### config.mk
export PLATFORM = sky130hd
export DESIGN_NAME = crt_raster_timing_controller
export DESIGN_NICKNAME = d
export VERILOG_FILES = /design/src/core/crt_pkg.sv /design/src/core/crt_raster_timing_controller.sv
export SDC_FILE = /design/constraint.sdc
export NUM_CORES = 1
export LEC_CHECK = 0
export ABC_AREA = 1
export BUFFER_PORTS_ARGS = -buffer_cell sky130_fd_sc_hd__buf_4
export CAP_MARGIN = 40
export CORE_AREA = 2 2 123 245
export CTS_BUF_LIST = sky130_fd_sc_hd__clkbuf_4 sky130_fd_sc_hd__clkbuf_8
export DETAILED_ROUTE_END_ITERATION = 10
export DIE_AREA = 0 0 125 247
export PLACE_DENSITY_LB_ADDON = 0.2
export SETUP_SLACK_MARGIN = 0.2
export SYNTH_ARGS = -nofsm -noshare
export SYNTH_HDL_FRONTEND = slang
export SYNTH_SLANG_ARGS = --single-unit
### constraint.sdc
create_clock -name clk -period 5.6 [get_ports clk]
set_input_delay 0.56 -clock clk [delete_from_list [all_inputs] [get_ports clk]]
set_output_delay 0.56 -clock clk [all_outputs]
set_load 0.05 [all_outputs]
### src/core/crt_pkg.sv
// Constants and carrier types for the raster timing controller.
// Assumes a single character clock domain and a byte-wide host bus.
// How it works
// - Data bus driven only during host reads
// - Chip select, strobe, space select qualify access
// - Frame starts at page origin, reloaded live
// - Clear zeroes counters and outputs, keeps registers
// - Clear acts only while pen strobe low
// - Clear held one clock zeroes address outputs
// - Display restarts at once after clear
// - Line sync width 1-15, zero suppresses
// - Frame sync lasts sixteen scan lines
// - Video window only inside both display periods
// - Cursor video forced off outside window
// - Pen strobe latches current refresh address
// - Index 18 to 31 selects nothing
// - Line total minus one; visible below total
// - Sync start minus one; sync fits line
// - Frame rows total minus one
// - Extra scan lines appended each frame
// - Sync row within total; visible rows below
// - Scan mode: interlace video at 3, plain otherwise
// - Scanlines per row minus one
// - Cursor top holds start line and blink mode
// - Cursor pair read-write, pen pair read-only
// - Interlace video: even lines even field
`default_nettype none

package crt_pkg;

  // ---------------------------------------------------------------
  // Register indices
  // ---------------------------------------------------------------
  localparam logic [4:0] IDX_LINE_TOTAL = 5'h00;
  localparam logic [4:0] IDX_VISIBLE_CHARS = 5'h01;
  localparam logic [4:0] IDX_LINE_SYNC_START = 5'h02;
  localparam logic [4:0] IDX_LINE_SYNC_WIDTH = 5'h03;
  localparam logic [4:0] IDX_FRAME_ROWS = 5'h04;
  localparam logic [4:0] IDX_FRAME_EXTRA = 5'h05;
  localparam logic [4:0] IDX_VISIBLE_ROWS = 5'h06;
  localparam logic [4:0] IDX_FRAME_SYNC_ROW = 5'h07;
  localparam logic [4:0] IDX_SCAN_MODE = 5'h08;
  localparam logic [4:0] IDX_SCANLINES = 5'h09;
  localparam logic [4:0] IDX_CURSOR_TOP = 5'h0a;
  localparam logic [4:0] IDX_CURSOR_BOTTOM = 5'h0b;
  localparam logic [4:0] IDX_ORIGIN_HIGH = 5'h0c;
  localparam logic [4:0] IDX_ORIGIN_LOW = 5'h0d;
  localparam logic [4:0] IDX_CURSOR_HIGH = 5'h0e;
  localparam logic [4:0] IDX_CURSOR_LOW = 5'h0f;
  localparam logic [4:0] IDX_PEN_HIGH = 5'h10;
  localparam logic [4:0] IDX_PEN_LOW = 5'h11;

  // ---------------------------------------------------------------
  // Field values and counts
  // ---------------------------------------------------------------
  localparam logic [1:0] CURSOR_STEADY = 2'h0;
  localparam logic [1:0] CURSOR_HIDDEN = 2'h1;
  localparam logic [1:0] CURSOR_BLINK16 = 2'h2;
  localparam logic [1:0] CURSOR_BLINK32 = 2'h3;
  localparam logic [1:0] MODE_INTERLACE_VIDEO = 2'h3;
  localparam logic [4:0] FRAME_SYNC_LINES = 5'h10;
  localparam int BLINK16_BIT = 3;
  localparam int BLINK32_BIT = 4;

  // ---------------------------------------------------------------
  // Carrier for the display-side strobes
  // ---------------------------------------------------------------
  typedef struct packed {
    logic line_sync;
    logic frame_sync;
    logic window;
    logic cursor;
  } crt_video_t;

endpackage : crt_pkg

`default_nettype wire

### src/core/crt_raster_timing_controller.sv
// Raster timing generator with indexed byte-wide register file.
// Assumes all inputs are synchronous to the character clock clk.
`default_nettype none

module crt_raster_timing_controller (
  input wire logic clk,
  input wire logic sys_rst,
  input wire logic chip_clear_n,
  input wire logic cs_n,
  input wire logic reg_space_select,
  input wire logic rw,
  input wire logic e,
  input wire logic [7:0] data_in,
  output logic [7:0] data_out,
  output logic data_oe_n,
  input wire logic pen_strobe_in,
  output logic line_sync_out,
  output logic frame_sync_out,
  output logic active_video_window,
  output logic cursor_video_out,
  output logic [13:0] refresh_addr_out,
  output logic [4:0] glyph_line_index
);

  // ---------------------------------------------------------------
  // Programmed registers
  // ---------------------------------------------------------------
  logic [4:0] register_index;
  logic [7:0] line_length_total;
  logic [7:0] visible_chars_per_row;
  logic [7:0] line_sync_start;
  logic [3:0] line_sync_width;
  logic [6:0] frame_rows_total;
  logic [4:0] frame_extra_scanlines;
  logic [6:0] visible_rows;
  logic [6:0] frame_sync_start_row;
  logic [1:0] scan_interlace_select;
  logic [4:0] scanlines_per_row;
  logic [6:0] cursor_top_line;
  logic [4:0] cursor_bottom_line;
  logic [5:0] page_origin_high;
  logic [7:0] page_origin_low;
  logic [5:0] cursor_location_high;
  logic [7:0] cursor_location_low;
  logic [5:0] pen_hit_high;
  logic [7:0] pen_hit_low;

  logic e_q;
  logic pen_q;
  logic wr_stb;
  logic rd_act;
  logic [7:0] rd_value;
  logic clear_act;

  assign wr_stb = !cs_n && !rw && e && !e_q;
  assign rd_act = !cs_n && rw && e;
  assign clear_act = !chip_clear_n && !pen_strobe_in;

  // ---------------------------------------------------------------
  // Host writes
  // ---------------------------------------------------------------
  always_ff @(posedge clk or posedge sys_rst) begin
    if (sys_rst) begin
      e_q <= 1'b0;
    end else begin
      e_q <= e;
    end
  end

  always_ff @(posedge clk or posedge sys_rst) begin
    if (sys_rst) begin
      register_index <= 5'h00;
      line_length_total <= 8'h00;
      visible_chars_per_row <= 8'h00;
      line_sync_start <= 8'h00;
      line_sync_width <= 4'h0;
      frame_rows_total <= 7'h00;
      frame_extra_scanlines <= 5'h00;
      visible_rows <= 7'h00;
      frame_sync_start_row <= 7'h00;
      scan_interlace_select <= 2'h0;
      scanlines_per_row <= 5'h00;
      cursor_top_line <= 7'h00;
      cursor_bottom_line <= 5'h00;
      page_origin_high <= 6'h00;
      page_origin_low <= 8'h00;
      cursor_location_high <= 6'h00;
      cursor_location_low <= 8'h00;
    end else if (wr_stb) begin
      if (!reg_space_select) begin
        register_index <= data_in[4:0];
      end else begin
        case (register_index)
          crt_pkg::IDX_LINE_TOTAL: line_length_total <= data_in;
          crt_pkg::IDX_VISIBLE_CHARS: visible_chars_per_row <= data_in;
          crt_pkg::IDX_LINE_SYNC_START: line_sync_start <= data_in;
          crt_pkg::IDX_LINE_SYNC_WIDTH: line_sync_width <= data_in[3:0];
          crt_pkg::IDX_FRAME_ROWS: frame_rows_total <= data_in[6:0];
          crt_pkg::IDX_FRAME_EXTRA: frame_extra_scanlines <= data_in[4:0];
          crt_pkg::IDX_VISIBLE_ROWS: visible_rows <= data_in[6:0];
          crt_pkg::IDX_FRAME_SYNC_ROW: frame_sync_start_row <= data_in[6:0];
          crt_pkg::IDX_SCAN_MODE: scan_interlace_select <= data_in[1:0];
          crt_pkg::IDX_SCANLINES: scanlines_per_row <= data_in[4:0];
          crt_pkg::IDX_CURSOR_TOP: cursor_top_line <= data_in[6:0];
          crt_pkg::IDX_CURSOR_BOTTOM: cursor_bottom_line <= data_in[4:0];
          crt_pkg::IDX_ORIGIN_HIGH: page_origin_high <= data_in[5:0];
          crt_pkg::IDX_ORIGIN_LOW: page_origin_low <= data_in;
          crt_pkg::IDX_CURSOR_HIGH: cursor_location_high <= data_in[5:0];
          crt_pkg::IDX_CURSOR_LOW: cursor_location_low <= data_in;
          default: begin
          end
        endcase
      end
    end
  end

  // ---------------------------------------------------------------
  // Host reads
  // ---------------------------------------------------------------
  always_comb begin
    rd_value = 8'h00;
    if (reg_space_select) begin
      case (register_index)
        crt_pkg::IDX_CURSOR_HIGH: rd_value = {2'h0, cursor_location_high};
        crt_pkg::IDX_CURSOR_LOW: rd_value = cursor_location_low;
        crt_pkg::IDX_PEN_HIGH: rd_value = {2'h0, pen_hit_high};
        crt_pkg::IDX_PEN_LOW: rd_value = pen_hit_low;
        default: rd_value = 8'h00;
      endcase
    end
  end

  always_ff @(posedge clk or posedge sys_rst) begin
    if (sys_rst) begin
      data_out <= 8'h00;
      data_oe_n <= 1'b1;
    end else begin
      data_out <= rd_act ? rd_value : 8'h00;
      data_oe_n <= !rd_act;
    end
  end

  // ---------------------------------------------------------------
  // Raster counters
  // ---------------------------------------------------------------
  logic [7:0] hcnt;
  logic [6:0] row;
  logic [4:0] adj_cnt;
  logic in_adjust;
  logic field;
  logic [4:0] field_cnt;
  logic [13:0] row_start;
  logic [4:0] vs_left;
  logic [3:0] hs_left;
  logic line_end;
  logic video_mode;
  logic row_last;
  logic [13:0] origin;
  logic [13:0] next_row_start_addr;
  logic [13:0] next_line_addr;
  logic [4:0] next_ra;
  logic [6:0] next_row;
  logic next_in_adjust;
  logic [4:0] next_adj_cnt;
  logic next_frame;
  logic row_begins;

  assign origin = {page_origin_high, page_origin_low};
  assign line_end = (hcnt == line_length_total);
  assign video_mode = (scan_interlace_select == crt_pkg::MODE_INTERLACE_VIDEO);
  assign next_row_start_addr = row_start + {6'h00, visible_chars_per_row};

  always_comb begin
    row_last = 1'b0;
    if (video_mode) begin
      row_last = ({1'b0, glyph_line_index} + 6'h02) > {1'b0, scanlines_per_row};
    end else begin
      row_last = (glyph_line_index == scanlines_per_row);
    end
  end

  always_comb begin
    next_ra = glyph_line_index;
    next_row = row;
    next_in_adjust = in_adjust;
    next_adj_cnt = adj_cnt;
    next_line_addr = row_start;
    next_frame = 1'b0;
    row_begins = 1'b0;
    if (in_adjust) begin
      if ((adj_cnt + 5'h01) == frame_extra_scanlines) begin
        next_frame = 1'b1;
      end else begin
        next_adj_cnt = adj_cnt + 5'h01;
        next_ra = glyph_line_index + 5'h01;
      end
    end else if (row_last) begin
      if (row == frame_rows_total) begin
        if (frame_extra_scanlines == 5'h00) begin
          next_frame = 1'b1;
        end else begin
          next_in_adjust = 1'b1;
          next_adj_cnt = 5'h00;
          next_ra = 5'h00;
          next_line_addr = next_row_start_addr;
        end
      end else begin
        next_row = row + 7'h01;
        next_ra = (video_mode && field) ? 5'h01 : 5'h00;
        next_line_addr = next_row_start_addr;
        row_begins = 1'b1;
      end
    end else begin
      next_ra = glyph_line_index + (video_mode ? 5'h02 : 5'h01);
    end
    if (next_frame) begin
      next_row = 7'h00;
      next_in_adjust = 1'b0;
      next_adj_cnt = 5'h00;
      next_ra = (video_mode && !field) ? 5'h01 : 5'h00;
      next_line_addr = origin;
      row_begins = 1'b1;
    end
  end

  always_ff @(posedge clk or posedge sys_rst) begin
    if (sys_rst) begin
      hcnt <= 8'h00;
      refresh_addr_out <= 14'h0000;
    end else if (clear_act) begin
      hcnt <= 8'h00;
      refresh_addr_out <= 14'h0000;
    end else if (line_end) begin
      hcnt <= 8'h00;
      refresh_addr_out <= next_line_addr;
    end else begin
      hcnt <= hcnt + 8'h01;
      refresh_addr_out <= refresh_addr_out + 14'h0001;
    end
  end

  always_ff @(posedge clk or posedge sys_rst) begin
    if (sys_rst) begin
      row <= 7'h00;
      glyph_line_index <= 5'h00;
      in_adjust <= 1'b0;
      adj_cnt <= 5'h00;
      field <= 1'b0;
      field_cnt <= 5'h00;
      row_start <= 14'h0000;
    end else if (clear_act) begin
      row <= 7'h00;
      glyph_line_index <= 5'h00;
      in_adjust <= 1'b0;
      adj_cnt <= 5'h00;
      field <= 1'b0;
      field_cnt <= 5'h00;
      row_start <= origin;
    end else if (line_end) begin
      row <= next_row;
      glyph_line_index <= next_ra;
      in_adjust <= next_in_adjust;
      adj_cnt <= next_adj_cnt;
      row_start <= next_line_addr;
      if (next_frame) begin
        field <= !field;
        field_cnt <= field_cnt + 5'h01;
      end
    end
  end

  // ---------------------------------------------------------------
  // Sync pulse timers
  // ---------------------------------------------------------------
  always_ff @(posedge clk or posedge sys_rst) begin
    if (sys_rst) begin
      hs_left <= 4'h0;
    end else if (clear_act) begin
      hs_left <= 4'h0;
    end else if (hcnt == line_sync_start) begin
      hs_left <= line_sync_width;
    end else if (hs_left != 4'h0) begin
      hs_left <= hs_left - 4'h1;
    end
  end

  always_ff @(posedge clk or posedge sys_rst) begin
    if (sys_rst) begin
      vs_left <= 5'h00;
    end else if (clear_act) begin
      vs_left <= 5'h00;
    end else if (line_end) begin
      if (row_begins && next_row == frame_sync_start_row) begin
        vs_left <= crt_pkg::FRAME_SYNC_LINES;
      end else if (vs_left != 5'h00) begin
        vs_left <= vs_left - 5'h01;
      end
    end
  end

  // ---------------------------------------------------------------
  // Window, cursor and output strobes
  // ---------------------------------------------------------------
  crt_pkg::crt_video_t vid_now;
  logic blink_on;
  logic line_in_cursor;

  always_comb begin
    blink_on = 1'b1;
    case (cursor_top_line[6:5])
      crt_pkg::CURSOR_STEADY: blink_on = 1'b1;
      crt_pkg::CURSOR_HIDDEN: blink_on = 1'b0;
      crt_pkg::CURSOR_BLINK16: blink_on = field_cnt[crt_pkg::BLINK16_BIT];
      crt_pkg::CURSOR_BLINK32: blink_on = field_cnt[crt_pkg::BLINK32_BIT];
      default: blink_on = 1'b1;
    endcase
  end

  assign line_in_cursor = (glyph_line_index >= cursor_top_line[4:0]) &&
                          (glyph_line_index <= cursor_bottom_line);

  always_comb begin
    vid_now.line_sync = (hs_left != 4'h0);
    vid_now.frame_sync = (vs_left != 5'h00);
    vid_now.window = (hcnt < visible_chars_per_row) && !in_adjust &&
                     (row < visible_rows);
    vid_now.cursor = vid_now.window && blink_on && line_in_cursor &&
                     (refresh_addr_out == {cursor_location_high, cursor_location_low});
  end

  always_ff @(posedge clk or posedge sys_rst) begin
    if (sys_rst) begin
      line_sync_out <= 1'b0;
      frame_sync_out <= 1'b0;
      active_video_window <= 1'b0;
      cursor_video_out <= 1'b0;
    end else if (clear_act) begin
      line_sync_out <= 1'b0;
      frame_sync_out <= 1'b0;
      active_video_window <= 1'b0;
      cursor_video_out <= 1'b0;
    end else begin
      line_sync_out <= vid_now.line_sync;
      frame_sync_out <= vid_now.frame_sync;
      active_video_window <= vid_now.window;
      cursor_video_out <= vid_now.cursor;
    end
  end

  // ---------------------------------------------------------------
  // Pen capture
  // ---------------------------------------------------------------
  always_ff @(posedge clk or posedge sys_rst) begin
    if (sys_rst) begin
      pen_q <= 1'b0;
      pen_hit_high <= 6'h00;
      pen_hit_low <= 8'h00;
    end else begin
      pen_q <= pen_strobe_in;
      if (pen_strobe_in && !pen_q) begin
        pen_hit_high <= refresh_addr_out[13:8];
        pen_hit_low <= refresh_addr_out[7:0];
      end
    end
  end

endmodule // crt_raster_timing_controller

`default_nettype wire

== Word level (Yosys, flattened, before mapping) ==
Index checks and enable logic that the tools add are counted.

* Add/sub/neg operators: 11
* Magnitude comparators: 5
* Equal/unequal tests: 31
* Multiplexer cells: 73
* Bitwise operators: 1
* Reduce and logical (&&, ||, !) cells: 57

{| class="wikitable"
|+ Operator list
! kind !! count
|-
| 2-to-1 mux 14 bit || 9
|-
| 2-to-1 mux 5 bit || 22
|-
| AND reduction 3 bit || 17
|-
| 2-to-1 mux 7 bit || 6
|-
| equality test 5 x 4 -> 1 bit (second input constant) || 8
|-
| 2-to-1 mux 8 bit || 4
|-
| case mux 8 bit (4 select lines) || 1
|-
| 2-to-1 mux 1 bit || 26
|-
| equality test 5 x 3 -> 1 bit (second input constant) || 4
|-
| equality test 8 bit || 2
|-
| logical AND 1 bit || 16
|-
| adder 5 x 1 -> 5 bit (second input constant) || 3
|-
| adder 14 x 1 -> 14 bit (second input constant) || 1
|-
| adder 14 x 8 -> 14 bit || 1
|-
| equality test 14 bit || 1
|-
| equality test 7 bit || 2
|-
| 2-to-1 mux 4 bit || 3
|-
| nonzero test 4 bit || 3
|-
| equality test 5 x 2 -> 1 bit (second input constant) || 2
|-
| equality test 5 bit || 2
|-
| equality test 5 bit (second input constant) || 2
|-
| zero test 5 bit || 2
|-
| zero test 1 bit || 9
|-
| adder 8 x 1 -> 8 bit (second input constant) || 1
|-
| 24 further kinds || 31
|}

* Register bits after elaboration: 204
* Input port bits: 16
* Output and inout port bits: 32
* Logic and storage cells: 216

== Longest topological paths before layout ==
Gate-level depths: netlist (run 1).

* Depth after elaboration: 11
* Gate-level depth with buffers: 23
* Mapped depth without buffers: 23

== Worst setup path before layout (run 1) ==
Ideal clock, no wire load.

* Path kind: reg-to-reg
* From: reg glyph_line_index[1]
* To: reg refresh_addr_out[12]
* Data arrival time: 2,998 ps
* Path slack: 2,478 ps
* Cell stages (with the launch flop): 19
* Path buffers: 1
* Period minus slack after synthesis: 3,122 ps
* Cells stage by stage: dfrtp_1 > ha_1 > xor2_1 > ha_1 > nand2_1 > nor2_1 > nand3_1 > nand2_2 > nand2_2 > nand2_4 > nand3_4 > nor2_4 > inv_2 > buf_6 > a21oi_4 > nand4_1 > xor2_1 > o21ai_1 > nand2_1

* Cells in the longest elaborated chain, start to end: 8
* Elaborated cells between the ends (all ways): 11
* Those cells by class: 1 x add/sub; 1 x order compare; 1 x eq/ne; 8 x mux

{| class="wikitable"
|+ RTL lines
! element !! RTL line !! text
|-
| start, declared || crt_raster_timing_controller.sv:22 || <nowiki>output logic [4:0] glyph_line_index</nowiki>
|-
| start signal, assigned || crt_raster_timing_controller.sv:261 || <nowiki>glyph_line_index <= next_ra;</nowiki>
|-
| adder 5 x 2 -> 6 bit || crt_raster_timing_controller.sv:176 || <nowiki>row_last = ({1'b0, glyph_line_index} + 6'h02) > {1'b0, scanlines_per_row};</nowiki>
|-
| > comparator 6 x 5 -> 1 bit || crt_raster_timing_controller.sv:176 ||
|-
| 2-to-1 mux 1 bit * || crt_raster_timing_controller.sv:175 || <nowiki>if (video_mode) begin</nowiki>
|-
| 2-to-1 mux 14 bit or 2-to-1 mux 1 bit (tied branches) || crt_raster_timing_controller.sv:197 || <nowiki>end else if (row_last) begin</nowiki>
|-
| 2-to-1 mux 14 bit or 2-to-1 mux 1 bit (tied branches) || crt_raster_timing_controller.sv:190 || <nowiki>if (in_adjust) begin</nowiki>
|-
| 2-to-1 mux 14 bit * || crt_raster_timing_controller.sv:216 || <nowiki>if (next_frame) begin</nowiki>
|-
| 2-to-1 mux 14 bit * || crt_raster_timing_controller.sv:233 || <nowiki>end else if (line_end) begin</nowiki>
|-
| 2-to-1 mux 14 bit * || crt_raster_timing_controller.sv:230 || <nowiki>end else if (clear_act) begin</nowiki>
|-
| end signal, assigned || crt_raster_timing_controller.sv:235 || <nowiki>refresh_addr_out <= next_line_addr;</nowiki>
|-
| end signal, assigned || crt_raster_timing_controller.sv:238 || <nowiki>refresh_addr_out <= refresh_addr_out + 14'h0001;</nowiki>
|-
| end, declared || crt_raster_timing_controller.sv:21 || <nowiki>output logic [13:0] refresh_addr_out,</nowiki>
|}

Every way passes the cells marked *; elsewhere a longest branch is shown, timed or not.
A chain may end at the register's enable or synchronous reset.

== Worst setup path after layout (run 1) ==
* From: reg glyph_line_index[1]
* To: reg adj_cnt[4]

* Cells in the longest elaborated chain, start to end: 8
* Elaborated cells between the ends (all ways): 14
* Those cells by class: 1 x add/sub; 1 x order compare; 3 x eq/ne; 6 x mux; 3 x reduce/logical

{| class="wikitable"
|+ RTL lines
! element !! RTL line !! text
|-
| adder 5 x 2 -> 6 bit || crt_raster_timing_controller.sv:176 ||
|-
| > comparator 6 x 5 -> 1 bit || crt_raster_timing_controller.sv:176 ||
|-
| 2-to-1 mux 1 bit * || crt_raster_timing_controller.sv:175 ||
|-
| branches (longest 5 deep; another with AND reduction 5 bit) || -- ||
|-
| end signal, assigned || crt_raster_timing_controller.sv:263 || <nowiki>adj_cnt <= next_adj_cnt;</nowiki>
|-
| end, declared || crt_raster_timing_controller.sv:148 || <nowiki>logic [4:0] adj_cnt;</nowiki>
|}

Mark *: on every way between the ends. The select of a mux whose other input is x is not followed.

==> results of run 1 <==
## sequential cells by signal, summed over array words and instances, names as in the netlist, 7 cells and up
register	count
cursor_location_low	8
cursor_top_line	7
data_out	8
frame_rows_total	7
frame_sync_start_row	7
hcnt	8
line_length_total	8
line_sync_start	8
page_origin_low	8
pen_hit_low	8
refresh_addr_out	14
row	7
row_start	14
visible_chars_per_row	8
visible_rows	7
## power groups by stage
| stage | Combinational [W] | Clock, W | Sequential, W |
|---|---|---|---|
| after floorplan | 0.000920 | 0 | 0.00208 |
| after global placement | 0.00148 | 0 | 0.00198 |
| after detailed placement | 0.00152 | 0 | 0.00198 |
| after CTS | 0.00153 | 0.00146 | 0.00196 |
| after global routing | 0.00170 | 0.00153 | 0.00199 |
| final | 0.00152 | 0.00143 | 0.00196 |
## area by class of cell
| class | count | share of cell area (%) |
|---|---|---|
| inverters | 142 | 4.30 |
| clock inverters | 8 | 0.369 |
| flip-flops and latches | 204 | 40.8 |
| repair buffers | 65 | 4.35 |
| clock buffers | 54 | 5.48 |
| well taps | 364 | 3.63 |
| multi-input cells | 936 | 41.1 |
## worst paths after layout
path	start	to	slack, ns	depth (start not counted)
setup / recovery	glyph_line_index[1]	adj_cnt[4]	1.74	16
hold reg to reg	pen_hit_high[2]	pen_hit_high[2]	0.49	2
min in group asynchronous	sys_rst	visible_rows[3]	0.50	3
setup reg to reg	glyph_line_index[1]	adj_cnt[4]	1.74	16
max in group asynchronous	sys_rst	line_length_total[0]	3.85	4
hold / removal	rw	data_oe_n	0.14	2
## Yosys cell counts (5+ instances only)
library cell / instances
nand4_1: 12
nand3_1: 57
a21oi_1: 50
clkbuf_1: 31
xnor2_1: 17
o211ai_1: 6
nand2_1: 329
ha_1: 49
nor4_1: 11
xor2_1: 31
a31oi_1: 5
o22ai_1: 18
inv_1: 131
o21ai_0: 172
dfrtp_1: 203
o21bai_1: 5
nor3_1: 14
a41oi_1: 6
nor2_1: 75
a22oi_1: 5
or2_2: 6
inv_2: 8
nor2_4: 7
## worst max-delay path: cells and delay by family, from the launching register on
| family | cells | cell delay [ns] |
|---|---|---|
| and+or+nand+nor | 10 | 1.70 |
| adders and majority gates | 2 | 0.60 |
| DFF | 1 | 0.51 |
| buffers and inverters | 1 | 0.45 |
| AOI/OAI and AO/OA | 2 | 0.33 |
| xor gates and xnor gates | 1 | 0.19 |
## routing by layer
metal	up-vias	wire, um
li1	4527	-
met1	4485	13300
met2	224	16600
met3	50	1430
met4	0	659
met5	-	0
## kinds of logic after synthesis
group	count (synthesis)	share of synthesized area, %
AND/OR/NAND/NOR	536	21.6
XOR/XNOR	48	3.85
flip-flops	204	46.7
adder cells (fa/ha/maj)	51	5.97
buffers and inverters	177	6.28
AO/OA/AOI/OAI	301	15.6
## through the flow
step	power [W]	hold WS, ns	setup slack, ns
2_1_floorplan	0.00300	0.442	2.40
3_3_place_gp	0.00346	0.463	1.93
3_5_place_dp	0.00350	0.466	1.78
4_1_cts	0.00495	0.121	1.78
5_1_grt	0.00522	0.135	1.39
6_report	0.00491	0.139	1.74
==> results.cfg, run 1 <==
[status]
outcome = completed

[grt]
grt_max_degree = 162
grtUsageMet1_pct = 26.0
antenna_found_initial = 0
use_met2_pct = 38.0
top_usage_layer = met2
grt_pass1_wl_mm = 51.5
grt_pass1_vias = 9239
grt_usage_pct = 21.0
grtUsageMet3_pct = 3.03
grt_overflow = 0

[critical_path]
cp-start-kind = register
required_ns = 6.08
critPathSlowestCell = nor2_4
cp_common_cell = nand2_1
critPathMaxStageDelay_ns = 0.61
path_cells = ha_1 > xor2_1 > ha_1 > nand2_1 > nor2_1 > nand4_1 > nand2_2 > nand2_4 > nand3_4 > nor2_4 > nor2_4 > nand2_1 > inv_1 > nand2_1 > o21ai_0 > o21a_1
crit_type = register to register
arrival_ns = 4.34
path_max_fanout = 36
cp-end-kind = register

[power]
p_int_w = 0.00303
p_clk_share_pct = 29.2
p_seq_share_pct = 39.9
p_leak_nw = 5.93
power_frac_comb_pct = 30.9
p_sw_w = 0.00188
p_sw_share_pct = 38.3
peakVddDrop_mv = 0.220
p_per_area_mw_per_mm2 = 392

[cts]
cts_buffer_depth = 3
tritoncts = built
clock_latency_ns = 0.57
cts_resized = 0
path_clk_slew_ns = 0.06
cts_root_buffer = clkbuf_8
cts_inserted_buffers = 35
clock-sinks = 204
post_cts_buffers = 0
htreeDepth = 2
holdBufCountCts = 1

[final_layout]
final_cell_mix = nand2_1 (329), dfrtp_1 (203), o21ai_0 (172)
final_cell_count_no_fill = 1773
nFillCells = 2972
syn_to_final_growth_pct = 14.6
register_area_mm2 = 0.00511
final_area_mm2 = 0.0125
diodes = 0
utilization_pct = 42.9
drive_gt1_share_pct = 12.2
nets = 1451
multi_input_area_mm2 = 0.00515
layout_commonest_cell = nand2_1

[synth]
yosysUniqueCellTypes = 56
synth_edf_count = 0
async_flop_share_pct = 100
syn_area_per_cell_um2 = 8.30
ys.warnings.count = 0
ys_ff_latch = 204
syn_area_mm2 = 0.0109
netlist_instances = 1317
yosysTopAreaCellShare_pct = 46.5
yosysSeqAreaShare_pct = 46.7
yosysTopAreaCell = dfrtp_1
synthFlopType = dfrtp_1
synthesis.nets = 1384
synthTopCellsByArea = dfrtp_1 (46%), nand2_1 (11%), o21ai_0 (7.9%)

[timing]
final-max-slew-violation-count = 0
worst_clock_skew_ns = 0.0344
fin_crit_ns = 3.86
rsz0062_at_grt = false
hold_violations = 0
tns_ns = 0
fmax_mhz = 259
tightest_slew_ns = 1.02
relSlewSlack_pct = 31.8
finalSetupViolations = 0
fin_crit_sh_pct = 69.0

[detailed_routing]
drc = 0
postRouteAntennaNets = 0
wl_per_cell_um = 18.0
first_iter_violations = 685
vias = 9286
wl_mm = 31.9
via_per_inst = 5.24
first_pass_iters = 5

[worst_hold_path]
min_path_type = input pin to register

[place]
placed_area_mm2 = 0.0118
io_buffers = 47
dp_hpwl_mm = 22.9
gp_congestion = 0.879
place_inst = 1710

[die]
rows = 89
coreArea_mm2 = 0.0292
initial_core_util_pct = 37.5
io_pins = 48
dieWidth_um = 125
die_area_mm2 = 0.0309
die_h_um = 247

[run]
drv_cap = 0
No activity file was read; power rests on OpenSTA's default activity.
==> run 2: changes to the inputs <==
clock period = 3.8 ns   (was 5.6 ns; I/O delays follow)
==> run 2 against run 1 <==
Register-to-register slack got worse by 1.3 ns. The flow now finishes with violations (negative hold slack). Critical path depth rose by 2. First-iteration DRC count down 11%. Via count increased by 0.67%. Final cell count increased by 0.45%. Combinational power rose by 50%. Die area unchanged. Clock power up 46%. Critical path type unchanged.
==> results.cfg, run 2 (same netlist as run 1, synthesis figures left out) <==
[final_layout]
layout_commonest_cell = nand2_1
drive_gt1_share_pct = 12.8
final_cell_mix = nand2_1 (329), dfrtp_1 (201), o21ai_0 (172)
syn_to_final_growth_pct = 15.4
reg_top3 = refresh_addr_out x14, row_start x14
diodes = 0
nets = 1462

[grt]
grt_usage_pct = 21.2
grtUsageMet3_pct = 3.27
grt_pass1_vias = 9389
antenna_found_initial = 0
grt_max_degree = 145
use_met2_pct = 37.5
grt_overflow = 0
top_usage_layer = met2
grtUsageMet1_pct = 25.6
grt_pass1_wl_mm = 51.6

[cts]
cts_buffer_depth = 3
tritoncts = built
htreeDepth = 2
clock-sinks = 204
path_clk_slew_ns = 0.06
clock_latency_ns = 0.56
cts_root_buffer = clkbuf_8
cts_inserted_buffers = 35

[die]
rows = 89
die_area_mm2 = 0.0309
initial_core_util_pct = 37.5
dieWidth_um = 125
coreArea_mm2 = 0.0292
die_h_um = 247
io_pins = 48

[timing]
relSlewSlack_pct = 38.5
fin_crit_ns = 3.35
hold_violations = 10
worst_clock_skew_ns = 0.0318
whs_ns = -0.0283
finalWorstSetupSlack_ns = 0.450
rsz0062_at_grt = false
tightest_slew_ns = 0.922
fmax_mhz = 299
finalSetupViolations = 0
tns_ns = 0
final-max-slew-violation-count = 0
fin_crit_sh_pct = 88.1

[power]
peakVddDrop_mv = 0.344
total_power_w = 0.00727
p_per_area_mw_per_mm2 = 576
p_leak_nw = 5.96

[status]
violations = negative hold slack
outcome = complete, but fails checks

[critical_path]
arrival_ns = 3.76
cp-start-kind = register
ff2ff_path_depth = 18
cp-end-kind = register
reg2reg_setup_slack_ns = 0.45
required_ns = 4.21
rr_startpoint = glyph_line_index[1]
path_max_fanout = 20
timing.rr.end = row_start[7]
crit_type = register to register

[run]
drv_cap = 0

[detailed_routing]
postRouteAntennaNets = 0
first_pass_iters = 5
wl_mm = 32.3
first_iter_violations = 612
vias = 9348
drc = 0
wl_per_cell_um = 18.2
via_per_inst = 5.25

[place]
dp_hpwl_mm = 23.5
gp_congestion = 0.879
io_buffers = 47
dp_slack_ns = 0.366

[worst_hold_path]
min_path_type = input pin to asynchronous set/reset pin
## run 2: where the power goes
part / internal [W] / switching [W]
clock: 0.00115 / 0.000945
combinational: 0.000802 / 0.00148
sequential: 0.00252 / 0.000369
total: 0.00447 / 0.00279
## run 2: worst max path at each step
stage               slack, ns                start                    to  depth (start not counted)
floorplan                0.68  glyph_line_index[1]  refresh_addr_out[12]                         18
global placement         0.49  glyph_line_index[1]            adj_cnt[4]                         16
detailed placement       0.37  glyph_line_index[1]            adj_cnt[4]                         16
CTS                      0.36  glyph_line_index[1]            adj_cnt[4]                         16
global route             0.24  glyph_line_index[1]          row_start[7]                         18
finish                   0.45  glyph_line_index[1]          row_start[7]                         18
## run 2: final cells by class
cell class                      count  area, um^2
Multi-Input combinational cell    936        5150
Fill cell                        2934       16600
Clock buffer                       54         687
Tap cell                          364         455
Clock inverter                      5        31.3
Timing Repair Buffer               76         636
Sequential cell                   204        5110
Inverter                          142         543
## run 2: worst max-delay path: stages, from the launching register on
cell and delay (ns):
dfrtp_2 0.49, ha_1 0.26, xor2_1 0.19, ha_1 0.30, nand2_1 0.06, nor2_1 0.12, nand4_1 0.13, nand2_2 0.12
nand2_4 0.09, nand3_4 0.13, nor2_4 0.05, nor2_4 0.24, buf_4 0.18, buf_4 0.25, o21ai_0 0.13, a21oi_1 0.21
nand2_1 0.07, o21ai_0 0.09, o21ai_0 0.10
## run 2: metal layers
| layer | up-vias | part of all wire, % | wire (um) |
|---|---|---|---|
| met5 | - | 0 | 0 |
| met4 | 0 | 4.0 | 1300 |
| met3 | 80 | 4.6 | 1480 |
| met2 | 252 | 50 | 16200 |
| met1 | 4472 | 41 | 13400 |
| li1 | 4544 | - | - |
## run 2: stage by stage
stage / util [%] / instances / cell area (um^2)
6_report: 43.2 / 1781 / 12600
5_1_grt: 43.2 / 1781 / 12600
4_1_cts: 43.1 / 1778 / 12600
3_5_place_dp: 40.6 / 1716 / 11800
3_3_place_gp: 40.3 / 1710 / 11800
2_1_floorplan: - / 1317 / 10900
## run 2: what timing repair did
action,4_1_cts,5_1_grt
buffers inserted,0,3
gates resized for setup,0,3
setup endpoints to repair,0,10
hold buffers,3,0
hold endpoints to repair,3,0
==> run 3: changes to the inputs <==
clock period = 3.3 ns   (was 3.8 ns; I/O delays follow)
==> run 3 against run 2 <==
The flow now finishes without violations. Register-to-register slack worse by 0.18 ns. Clock power is 22% higher. First-iteration DRC count is 6.7% higher. Worst hold slack better by 0.070 ns. Combinational power is 19% higher. Worst setup slack worse by 0.18 ns. Clock-buffer cell count is 3 higher. Non-clock buffer count is 34 higher.
==> results.cfg, run 3 (same netlist as run 1, synthesis figures left out) <==
[critical_path]
path_cells = ha_4 > xor2_2 > ha_1 > nand2_2 > nor2_2 > nand3_1 > nand2_2 > nand2_2 > nand2_4 > nand3_4 > nor2_4 > nor2_4 > buf_4 > nor2_1 > nor4_1 > nor2_2 > o21ai_0 > o21a_1
critPathSlowestCell = dfrtp_2
path_max_fanout = 10
crit_family = simple AND/OR/NAND/NOR gates
cp-start-kind = register
cp.buffers_inverters = 1
required_ns = 3.74
arrival_ns = 3.47
cp-end-kind = register
critPathMaxStageDelay_ns = 0.44
crit_type = register to register
cp_common_cell = nand2_2

[die]
rows = 89
io_pins = 48
initial_core_util_pct = 37.5
die_h_um = 247
dieWidth_um = 125
coreArea_mm2 = 0.0292
die_area_mm2 = 0.0309

[timing]
final-max-slew-violation-count = 0
hold_violations = 0
relSlewSlack_pct = 45.9
whs_ns = 0.0414
tns_ns = 0
rsz0062_at_grt = true
fin_crit_ns = 3.03
tightest_slew_ns = 0.808
finalSetupViolations = 0
fmax_mhz = 330
worst_clock_skew_ns = 0.0359
fin_crit_sh_pct = 91.9

[place]
gp_congestion = 0.884
dp_hpwl_mm = 23.4
place_inst = 1729
io_buffers = 47

[grt]
grt_pass1_wl_mm = 51.7
grt_overflow = 0
grt_usage_pct = 21.2
grt_max_degree = 112
grt_pass1_vias = 9433
antenna_found_initial = 0

[cts]
clock_latency_ns = 0.56
htreeDepth = 2
path_clk_slew_ns = 0.06
tritoncts = built
cts_root_buffer = clkbuf_8
clock-sinks = 204
cts_buffer_depth = 3
cts_inserted_buffers = 35

[final_layout]
reg_top3 = refresh_addr_out x14, row_start x14
final_cell_count_no_fill = 1817
drive_gt1_share_pct = 16.2
layout_commonest_cell = nand2_1
nFillCells = 2899
diodes = 0
nets = 1496
syn_to_final_growth_pct = 19.5
final_cell_mix = nand2_1 (322), dfrtp_1 (200), o21ai_0 (170)

[run]
drv_cap = 0

[detailed_routing]
wl_per_cell_um = 18.0
drc = 0
first_pass_iters = 6
wl_mm = 32.8
via_per_inst = 5.23
vias = 9511
first_iter_violations = 653
postRouteAntennaNets = 0

[worst_hold_path]
min_path_type = input pin to register

[status]
outcome = completed

[power]
peakVddDrop_mv = 0.398
p_leak_nw = 6.17
p_per_area_mw_per_mm2 = 657
[run 3: worst reg2reg max path: stages, from the launching register on]
cell and delay, ns:
dfrtp_2 0.44, ha_4 0.18, xor2_2 0.18, ha_1 0.29
nand2_2 0.05, nor2_2 0.09, nand3_1 0.10, nand2_2 0.10
nand2_2 0.07, nand2_4 0.09, nand3_4 0.12, nor2_4 0.15
nor2_4 0.07, buf_4 0.15, nor2_1 0.10, nor4_1 0.07
nor2_2 0.37, o21ai_0 0.18, o21a_1 0.13
[run 3: cell type report]
| type | count | area, um^2 | area share (%) |
|---|---|---|---|
| clock buffer | 57 | 716 | 5.48 |
| clock inverter | 4 | 51.3 | 0.393 |
| inverter | 142 | 542 | 4.15 |
| multi-input combinational | 936 | 5240 | 40.1 |
| sequential | 204 | 5110 | 39.1 |
| tap | 364 | 455 | 3.49 |
| timing repair buffer | 110 | 948 | 7.26 |
[run 3: timing repair]
| item | in CTS | in global routing |
|---|---|---|
| cloned | 0 | 1 |
| hold buffers | 5 | 0 |
| hold endpoints to repair | 12 | 0 |
| pin swaps | 1 | 13 |
| buffers inserted | 5 | 16 |
| resized for setup | 2 | 29 |
| setup endpoints to repair | 11 | 37 |
[run 3: power breakdown]
group          leakage (nW)  switching, W  internal, W
Combinational          3.09       0.00174     0.000984
Sequential             2.67      0.000409      0.00291
Clock                 0.404       0.00109      0.00145
[run 3: layer usage]
metal | part of all wire (%) | wire length, um | vias up | global-route usage (%)
met2 | 51 | 16800 | 258 | 37.7
met4 | 3.4 | 1130 | 0 | 8.40
met3 | 4.2 | 1380 | 73 | 2.77
li1 | - | - | 4614 | -
met1 | 41 | 13500 | 4566 | 26.1
met5 | 0 | 0 | - | 0
[run 3: path summary, 6_finish.rpt]
check                                         start  slack, ns                        to  cells past startpoint
max reg2reg                     glyph_line_index[2]       0.27                adj_cnt[4]                     18
max                             glyph_line_index[2]       0.27                adj_cnt[4]                     18
min reg2reg                scan_interlace_select[1]       0.48  scan_interlace_select[1]                      2
min                                      data_in[2]       0.04        cursor_top_line[2]                      3
min in group asynchronous                   sys_rst       0.33      scanlines_per_row[3]                      3
max in group asynchronous                   sys_rst       2.07  visible_chars_per_row[0]                      4
[run 3: through the flow]
step / worst slack (ns) / cell area [um^2] / power (W) / utilization (%)
2_1_floorplan: 0.178 / 10900 / 0.00508 / -
3_3_place_gp: 0.154 / 11900 / 0.00595 / 40.7
3_5_place_dp: 0.0526 / 11900 / 0.00602 / 40.9
4_1_cts: 0.211 / 12800 / 0.00861 / 43.9
5_1_grt: 0.0582 / 13100 / 0.00909 / 44.8
6_report: 0.267 / 13100 / 0.00858 / 44.8
